<file path="src/verilog/dmr6_consts.svh">
// constants for the mode register six and error status block
`ifndef DMR6_CONSTS_SVH
`define DMR6_CONSTS_SVH
// ----------------------------------------------------------------
// mode register select codes on bg0,ba1,ba0
// ----------------------------------------------------------------
`define DMR6_SEL_MR5          3'h5
`define DMR6_SEL_MR6          3'h6
`define DMR6_SEL_UNUSED       3'h7
// ----------------------------------------------------------------
// mode register six field positions
// ----------------------------------------------------------------
`define DMR6_VAL_LSB          0
`define DMR6_VAL_MSB          5
`define DMR6_RANGE_BIT        6
`define DMR6_TRAIN_BIT        7
`define DMR6_GAP_LSB          10
`define DMR6_GAP_MSB          12
`define DMR6_VAL_MAX          6'h32
`define DMR6_GAP_MAX          3'h4
`define DMR6_GAP_BASE         4'h4
`define DMR6_LVL_R1_BASE      14'h1770
`define DMR6_LVL_R2_BASE      14'h1194
`define DMR6_LVL_STEP         14'h0041
// ----------------------------------------------------------------
// mode register five fields: parity latency, clear, persistent mode
// ----------------------------------------------------------------
`define DMR6_PL_LSB           0
`define DMR6_PL_MSB           2
`define DMR6_CLR_CRC_BIT      3
`define DMR6_CLR_PAR_BIT      4
`define DMR6_PERSIST_BIT      9
// ----------------------------------------------------------------
// controller register map
// ----------------------------------------------------------------
`define DMR6_REG_CMD          4'h0
`define DMR6_REG_SEL          4'h1
`define DMR6_REG_STATUS       4'h2
`define DMR6_REG_MASK         4'h3
`define DMR6_REG_DEVSTAT      4'h4
`define DMR6_ST_DONE          0
`define DMR6_ST_CRC           1
`define DMR6_ST_PAR           2
`define DMR6_ST_REFUSED       3
`endif

</file>
<file path="src/verilog/dmr6_pkg.sv">
// types shared by both ends of the mode register link
package dmr6_pkg;
   typedef logic [17:0] dmr6_addr_t;
   typedef logic [2:0]  dmr6_sel_t;
   typedef enum logic [1:0] {DMR6_CMD_NOP, DMR6_CMD_MRS, DMR6_CMD_OTHER} dmr6_cmd_t;
endpackage
</file>
<file path="src/verilog/dmr6_if.sv">
// command/address link between the controller and the device
`timescale 1ns/100ps
`default_nettype none
interface dmr6_if;
   logic              cs_n;
   logic              act_n;
   logic              cke;
   logic              odt;
   dmr6_pkg::dmr6_addr_t addr;
   logic [1:0]        bg;
   logic [1:0]        ba;
   dmr6_pkg::dmr6_cmd_t cmd;
   logic              command_address_check_bit;
   logic              crc_fail;
   logic              status_crc;
   logic              status_par;
   modport ctrl (output cs_n, act_n, cke, odt, addr, bg, ba, cmd, command_address_check_bit,
                 output crc_fail, input status_crc, status_par);
   modport dev  (input cs_n, act_n, cke, odt, addr, bg, ba, cmd, command_address_check_bit,
                 input crc_fail, output status_crc, status_par);
endinterface
`default_nettype wire

</file>
<file path="src/verilog/dmr6_device.sv">
// device end: mode register decode, register six, parity and crc status
// Operation
// RULE_01 - crc mismatch sets crc error status
// RULE_02 - crc status sticks until mrs clear
// RULE_03 - parity checks only with nonzero latency
// RULE_04 - parity checking disabled after initialisation
// RULE_05 - parity-failed commands are never executed
// RULE_06 - parity covers act, a17..a0, bg, ba
// RULE_07 - cke, odt, chip select excluded
// RULE_08 - select code 111 ignored, no response
// RULE_09 - controller never writes reserved codes
// RULE_10 - controller drives reserved bits zero
// RULE_11 - controller programs gap per frequency
// RULE_12 - training code maps to level
// RULE_13 - training codes above 110010 not programmed
// RULE_14 - gap code 000..100 gives 4..8 clocks
// RULE_15 - a7 enables training, a6 picks range
// RULE_16 - parity error sets sticky status
// RULE_17 - non-persistent mode stops checking when set
`include "dmr6_consts.svh"
`timescale 1ns/100ps
`default_nettype none
module dmr6_device (
   input  wire logic   CLK,
   input  wire logic   RST_N,
   dmr6_if.dev         link,
   output logic        TRAIN_EN,
   output logic        TRAIN_RANGE2,
   output logic [5:0]  TRAIN_VALUE,
   output logic [13:0] TRAIN_LEVEL,
   output logic [3:0]  GAP_CLOCKS,
   output logic [2:0]  PARITY_LATENCY,
   output logic        PERSIST_MODE,
   output logic        MRS_APPLIED
);
   // ----------------------------------------------------------------
   // command decode
   // ----------------------------------------------------------------
   logic                 par_calc;
   logic                 check_on;
   logic                 par_bad;
   logic                 mrs_take;
   dmr6_pkg::dmr6_sel_t  sel;
   logic [2:0]           pl_q;
   logic                 persist_q;
   logic                 crc_q;
   logic                 par_q;

   dmr6_parity u_par (
      .act_n (link.act_n),
      .addr  (link.addr),
      .bg    (link.bg),
      .ba    (link.ba),
      .par   (par_calc)
   );

   assign sel      = {link.bg[0], link.ba};
   // latency zero means off; reset value zero (see RULE_03) (see RULE_04)
   assign check_on = (pl_q != 3'h0) && (persist_q || !par_q); // see RULE_17
   assign par_bad  = !link.cs_n && check_on && (par_calc != link.command_address_check_bit);
   // a failing command is dropped before it takes effect (see RULE_05)
   assign mrs_take = !link.cs_n && (link.cmd == dmr6_pkg::DMR6_CMD_MRS) && !par_bad
                     && (sel != `DMR6_SEL_UNUSED); // see RULE_08

   // ----------------------------------------------------------------
   // mode register five subset: parity latency and persistent mode
   // ----------------------------------------------------------------
   always_ff @(posedge CLK or negedge RST_N) begin
      if (!RST_N) begin
         pl_q      <= 3'h0;
         persist_q <= 1'b0;
      end else if (mrs_take && sel == `DMR6_SEL_MR5) begin
         pl_q      <= link.addr[`DMR6_PL_MSB:`DMR6_PL_LSB];
         persist_q <= link.addr[`DMR6_PERSIST_BIT];
      end
   end

   // ----------------------------------------------------------------
   // sticky status; a new event wins over a clear in the same cycle
   // ----------------------------------------------------------------
   always_ff @(posedge CLK or negedge RST_N) begin
      if (!RST_N) begin
         crc_q <= 1'b0;
      end else if (link.crc_fail) begin
         crc_q <= 1'b1; // see RULE_01
      end else if (mrs_take && sel == `DMR6_SEL_MR5 && link.addr[`DMR6_CLR_CRC_BIT]) begin
         crc_q <= 1'b0; // see RULE_02
      end
   end

   always_ff @(posedge CLK or negedge RST_N) begin
      if (!RST_N) begin
         par_q <= 1'b0;
      end else if (par_bad) begin
         par_q <= 1'b1; // see RULE_16
      end else if (mrs_take && sel == `DMR6_SEL_MR5 && link.addr[`DMR6_CLR_PAR_BIT]) begin
         par_q <= 1'b0;
      end
   end

   // ----------------------------------------------------------------
   // registered outputs
   // ----------------------------------------------------------------
   logic [2:0]  gap_code;
   logic [5:0]  val_code;
   logic [13:0] lvl_base;
   assign gap_code = link.addr[`DMR6_GAP_MSB:`DMR6_GAP_LSB];
   assign val_code = link.addr[`DMR6_VAL_MSB:`DMR6_VAL_LSB];
   assign lvl_base = link.addr[`DMR6_RANGE_BIT] ? `DMR6_LVL_R2_BASE : `DMR6_LVL_R1_BASE;

   always_ff @(posedge CLK or negedge RST_N) begin
      if (!RST_N) begin
         TRAIN_EN       <= 1'b0;
         TRAIN_RANGE2   <= 1'b0;
         TRAIN_VALUE    <= 6'h00;
         TRAIN_LEVEL    <= `DMR6_LVL_R1_BASE;
         GAP_CLOCKS     <= `DMR6_GAP_BASE;
         PARITY_LATENCY <= 3'h0;
         PERSIST_MODE   <= 1'b0;
         MRS_APPLIED    <= 1'b0;
         link.status_crc <= 1'b0;
         link.status_par <= 1'b0;
      end else begin
         MRS_APPLIED     <= mrs_take;
         PARITY_LATENCY  <= pl_q;
         PERSIST_MODE    <= persist_q;
         link.status_crc <= crc_q;
         link.status_par <= par_q;
         if (mrs_take && sel == `DMR6_SEL_MR6) begin
            TRAIN_EN     <= link.addr[`DMR6_TRAIN_BIT]; // see RULE_15
            TRAIN_RANGE2 <= link.addr[`DMR6_RANGE_BIT];
            TRAIN_VALUE  <= val_code;
            // level in hundredths of a percent; reserved codes saturate (see RULE_12)
            TRAIN_LEVEL  <= lvl_base + 14'((val_code > `DMR6_VAL_MAX ? `DMR6_VAL_MAX : val_code)
                            * `DMR6_LVL_STEP);
            // reserved gap codes keep the old spacing (see RULE_14)
            if (gap_code <= `DMR6_GAP_MAX) begin
               GAP_CLOCKS <= `DMR6_GAP_BASE + {1'b0, gap_code};
            end
         end
      end
   end
endmodule
`default_nettype wire

</file>
<file path="src/verilog/dmr6_parity.sv">
// even parity over the command/address lines that the check covers
`timescale 1ns/100ps
`default_nettype none
module dmr6_parity (
   input  wire logic                 act_n,
   input  wire dmr6_pkg::dmr6_addr_t addr,
   input  wire logic [1:0]           bg,
   input  wire logic [1:0]           ba,
   output logic                      par
);
   // cke, odt and chip select deliberately left out (see RULE_07)
   assign par = ^{act_n, addr, bg, ba}; // see RULE_06
endmodule
`default_nettype wire

</file>
<file path="src/flat_wrapper.sv">
// flat-port wrapper written by rule: the top's interface ports become plain ports
module dmr6_device_flat 
  (CLK, RST_N, TRAIN_EN, TRAIN_RANGE2, TRAIN_VALUE, TRAIN_LEVEL, GAP_CLOCKS, PARITY_LATENCY, PERSIST_MODE, MRS_APPLIED, link_cs_n, link_act_n, link_cke, link_odt, link_addr, link_bg, link_ba, link_cmd, link_command_address_check_bit, link_crc_fail, link_status_crc, link_status_par);
  dmr6_if link_i ();
  input  wire logic CLK;
  input  wire logic RST_N;
  output logic TRAIN_EN;
  output logic TRAIN_RANGE2;
  output logic [5:0] TRAIN_VALUE;
  output logic [13:0] TRAIN_LEVEL;
  output logic [3:0] GAP_CLOCKS;
  output logic [2:0] PARITY_LATENCY;
  output logic PERSIST_MODE;
  output logic MRS_APPLIED;
  input wire logic [$bits(link_i.cs_n)-1:0] link_cs_n;
  input wire logic [$bits(link_i.act_n)-1:0] link_act_n;
  input wire logic [$bits(link_i.cke)-1:0] link_cke;
  input wire logic [$bits(link_i.odt)-1:0] link_odt;
  input wire logic [$bits(link_i.addr)-1:0] link_addr;
  input wire logic [$bits(link_i.bg)-1:0] link_bg;
  input wire logic [$bits(link_i.ba)-1:0] link_ba;
  input wire logic [$bits(link_i.cmd)-1:0] link_cmd;
  input wire logic [$bits(link_i.command_address_check_bit)-1:0] link_command_address_check_bit;
  input wire logic [$bits(link_i.crc_fail)-1:0] link_crc_fail;
  output wire logic [$bits(link_i.status_crc)-1:0] link_status_crc;
  output wire logic [$bits(link_i.status_par)-1:0] link_status_par;
  assign link_i.cs_n = link_cs_n;
  assign link_i.act_n = link_act_n;
  assign link_i.cke = link_cke;
  assign link_i.odt = link_odt;
  assign link_i.addr = link_addr;
  assign link_i.bg = link_bg;
  assign link_i.ba = link_ba;
  assign link_i.cmd = link_cmd;
  assign link_i.command_address_check_bit = link_command_address_check_bit;
  assign link_i.crc_fail = link_crc_fail;
  assign link_status_crc = link_i.status_crc;
  assign link_status_par = link_i.status_par;
  dmr6_device u_core (.CLK(CLK), .RST_N(RST_N), .link(link_i), .TRAIN_EN(TRAIN_EN), .TRAIN_RANGE2(TRAIN_RANGE2), .TRAIN_VALUE(TRAIN_VALUE), .TRAIN_LEVEL(TRAIN_LEVEL), .GAP_CLOCKS(GAP_CLOCKS), .PARITY_LATENCY(PARITY_LATENCY), .PERSIST_MODE(PERSIST_MODE), .MRS_APPLIED(MRS_APPLIED));
endmodule
</file>
<file path="config.mk">
export PLATFORM = sky130hd
export DESIGN_NAME = dmr6_device_flat
export DESIGN_NICKNAME = d
export VERILOG_FILES = /design/src/verilog/dmr6_pkg.sv /design/src/verilog/dmr6_if.sv /design/src/verilog/dmr6_device.sv /design/src/verilog/dmr6_parity.sv /design/src/flat_wrapper.sv
export VERILOG_INCLUDE_DIRS = /design/src /design/src/verilog
export SDC_FILE = /design/constraint.sdc
export NUM_CORES = 1
export LEC_CHECK = 0
export BUFFER_PORTS_ARGS = -buffer_cell sky130_fd_sc_hd__clkbuf_2
export CORE_ASPECT_RATIO = 1.25
export CORE_MARGIN = 5
export CORE_UTILIZATION = 45
export DETAILED_ROUTE_END_ITERATION = 10
export GPL_TIMING_DRIVEN = 1
export PLACE_DENSITY_LB_ADDON = 0.2
export SYNTH_ARGS = -nofsm -noshare
export SYNTH_HDL_FRONTEND = slang
export SYNTH_SLANG_ARGS = --single-unit
</file>
<file path="constraint.sdc">
create_clock -name CLK -period 2 [get_ports CLK]
set_clock_uncertainty 0.2 [all_clocks]
set_input_delay 0.1 -clock CLK [delete_from_list [all_inputs] [get_ports CLK]]
set_output_delay 0.1 -clock CLK [all_outputs]
set_load 0.01 [all_outputs]
</file>
==> results.toml <==
[drt]
dr_wl_met3_um = 237
wire_per_inst_um = 16.9
drt_iter0_drc = 33
highest_layer = "met4"
drtPass1Iterations = 4
wl_met2_um = 3800
post_drt_via_cell_ratio = 5.10
drt_wl_total_um = 6440
ant_nets = 0
drc = 0
vias = 1949
wl_met1_um = 2210

[timing]
hold_violations = 0
layout_setup_ws_ps = -908
setup_viol = 9
drv_slew = 0
holdWs_ps = 11.7
setup_tns_ps = -6180
min_period_over_period_pct = 145
rsz0062_at_grt = "true"
worst_pin_slew_ps = 541
slew_headroom_pct = 63.9
layout_min_cycle_time_ps = 2910
max_freq_mhz = 344

[synthesis]
synth-seq-cells = 39
synth_area_mm2 = 0.00222
synth_common_cells = "31 x dfrtp_1, 27 x mux2_2, 22 x ha_1"
synth_top_area_share_pct = 34.9
synth-seq-area-share_pct = 44.4
syn_avg_cell_area_um2 = 12.3
syn_inst = 180
ys_types = 35
yosys.area.top_type = "dfrtp_1"
synth_warnings = 0
netlist_top_cells_area = "dfrtp_1 35%, mux2_2 14%, ha_1 12%"
ys.flop_type = "dfrtp_1"
async_flop_share_pct = 100
yosysMostFrequentCell = "dfrtp_1"
synth_nets = 236
synth-edff-count = 0

[die]
ios = 65
initial_core_util_pct = 46.6
rows = 28
coreArea_mm2 = 0.00476
dieArea_mm2 = 0.00645
fp.dieW_um = 72.9
die_y_um = 88.6

[placement]
dpl.hpwl_um = 4250
io_buffers = 62
placed_area_mm2 = 0.00320
dp.cells = 346
gp_congestion = 0.834

[run]
cap_violations = 0

[final_layout]
area_growth_pct = 72.2
diodes = 0
finalNonFillerCells = 382
design_area_mm2 = 0.00383
drive_gt1_share_pct = 67.1
fin_nets = 377
final_util_pct = 80.3

[global_route]
grt_pass1_wl_um = 9720
grt_max_degree = 23
grt_usage_pct = 19.7
antenna_found_initial = 0
grt_overflow = 0
grt_pass1_vias = 2136

[worst_setup_path]
setup.worst_path.start_class = "primary input"
rr_startpoint = "u_core.pl_q[1]"
reg2reg_slack_ps = 30
endpoint = "u_core.TRAIN_LEVEL[11]"
cp.required_ps = 1990
r2r_cells = 6
path_class = "in -> reg"
worstPathMaxFanout = 5
crit_arrival_ps = 2900
r2r_end = "u_core.TRAIN_LEVEL[3]"
startpoint = "link_addr[2]"
end_kind = "register"

[clock_network]
h-tree-depth = 2
cts_tree = "done"
cts_sinks = 39
clk_pin_slew_ps = 90
numCtsBuffers = 5
clk_latency_ps = 300
root_buffer = "clkbuf_8"
clockBufferDepth = 2

[pwr]
irDropWorstVdd_mv = 0.609
power.density_mw_per_mm2 = 851
leakage_nw = 1.90

[status]
status = "finished with violations"
violations = "negative setup slack"

[worst_hold_path]
hold_class = "in -> reg"
-- timing repair --
item,in CTS,in global routing
setup endpoints to repair,26,27
buffers inserted,9,8
pin swaps,12,12
hold endpoints to repair,31,1
hold buffers,10,1
gates resized for setup,25,35
-- routing by layer --
layer | GRT usage [%] | up-vias
met5 | 0 | -
met4 | 8.22 | 0
met3 | 3.52 | 13
met2 | 37.7 | 47
met1 | 20.8 | 982
li1 | - | 907
-- cell usage in the layout (no fill, tap or decap), types with 2 or more instances in the layout --
master	instances
inv_1	10
xnor2_4	2
dfrtp_1	31
mux2_4	12
a21oi_1	5
a31oi_1	3
ha_1	9
nor2_1	3
a21oi_4	2
clkbuf_8	5
xor2_1	6
dlygate4sd3_1	11
buf_4	51
inv_2	5
fa_1	2
clkbuf_2	55
ha_4	11
nand2_2	2
buf_6	12
clkbuf_16	2
xnor2_2	9
ha_2	2
buf_12	3
xnor2_1	5
nand3_1	3
a21o_1	2
mux2_2	15
dfstp_2	8
nor2b_1	2
a2bb2oi_1	2
-- worst min path at each step --
stage,cells after the start,slack [ps],end,startpoint
2_1_floorplan,0,-400,u_core.GAP_CLOCKS[0],RST_N
3_3_place_gp,1,-90,u_core.TRAIN_LEVEL[7],RST_N
3_5_place_dp,1,-90,u_core.TRAIN_LEVEL[7],RST_N
4_1_cts,3,9,u_core.TRAIN_VALUE[5],link_addr[5]
5_1_grt,3,20,u_core.TRAIN_VALUE[5],link_addr[5]
6_report,3,10,u_core.TRAIN_VALUE[5],link_addr[5]
-- metrics by stage --
step                power, W  worst slack, ps
floorplan            0.00179            -1050
global placement     0.00220            -1270
detailed placement   0.00224            -1320
CTS                  0.00304             -909
global route         0.00343             -980
finish               0.00326             -908
-- worst max-delay path: stages --
cell	delay, ps
clkbuf_16	130
inv_8	50
ha_4	110
a21bo_4	250
a31oi_4	150
inv_2	60
ha_4	160
ha_4	150
fa_1	530
ha_4	220
a21o_1	190
a21o_1	180
a31o_2	220
xor2_1	140
mux2_4	250
-- power by group --
part	internal, W	switching (W)	leakage [nW]
combinational	0.000822	0.000639	1.37
clock	0.000372	0.000299	0.0581
sequential	0.00101	0.000111	0.470
total	0.00221	0.00105	1.90
-- cell families (layout without fill, tap and decap cells) --
family                   Yosys count  in the layout  share of synthesized area, %
AO/OA/AOI/OAI                     26             26                          8.22
XOR/XNOR                          24             24                          10.4
adder cells (fa/ha/maj)           24             24                          14.2
buffers and inverters             19            161                          3.89
flip-flops                        39             39                          44.4
multiplexers                      28             28                          14.1
AND/OR/NAND/NOR                   20             20                          4.79
-- registers in the layout, indices dropped and copies added (netlist names), 3 cells and up --
signal                 count
u_core.TRAIN_VALUE         6
u_core.GAP_CLOCKS          4
u_core.TRAIN_LEVEL        14
u_core.pl_q                3
u_core.PARITY_LATENCY      3
-- cell type report --
type,count,area (µm²)
clock buffers,5,68.8
clock inverters,3,43.8
fillers,277,937
inverters,17,83.8
multi-input cells,122,1540
flip-flops and latches,39,986
well taps,60,75.1
repair buffers,136,1030
(Power assumes the default switching activity.)
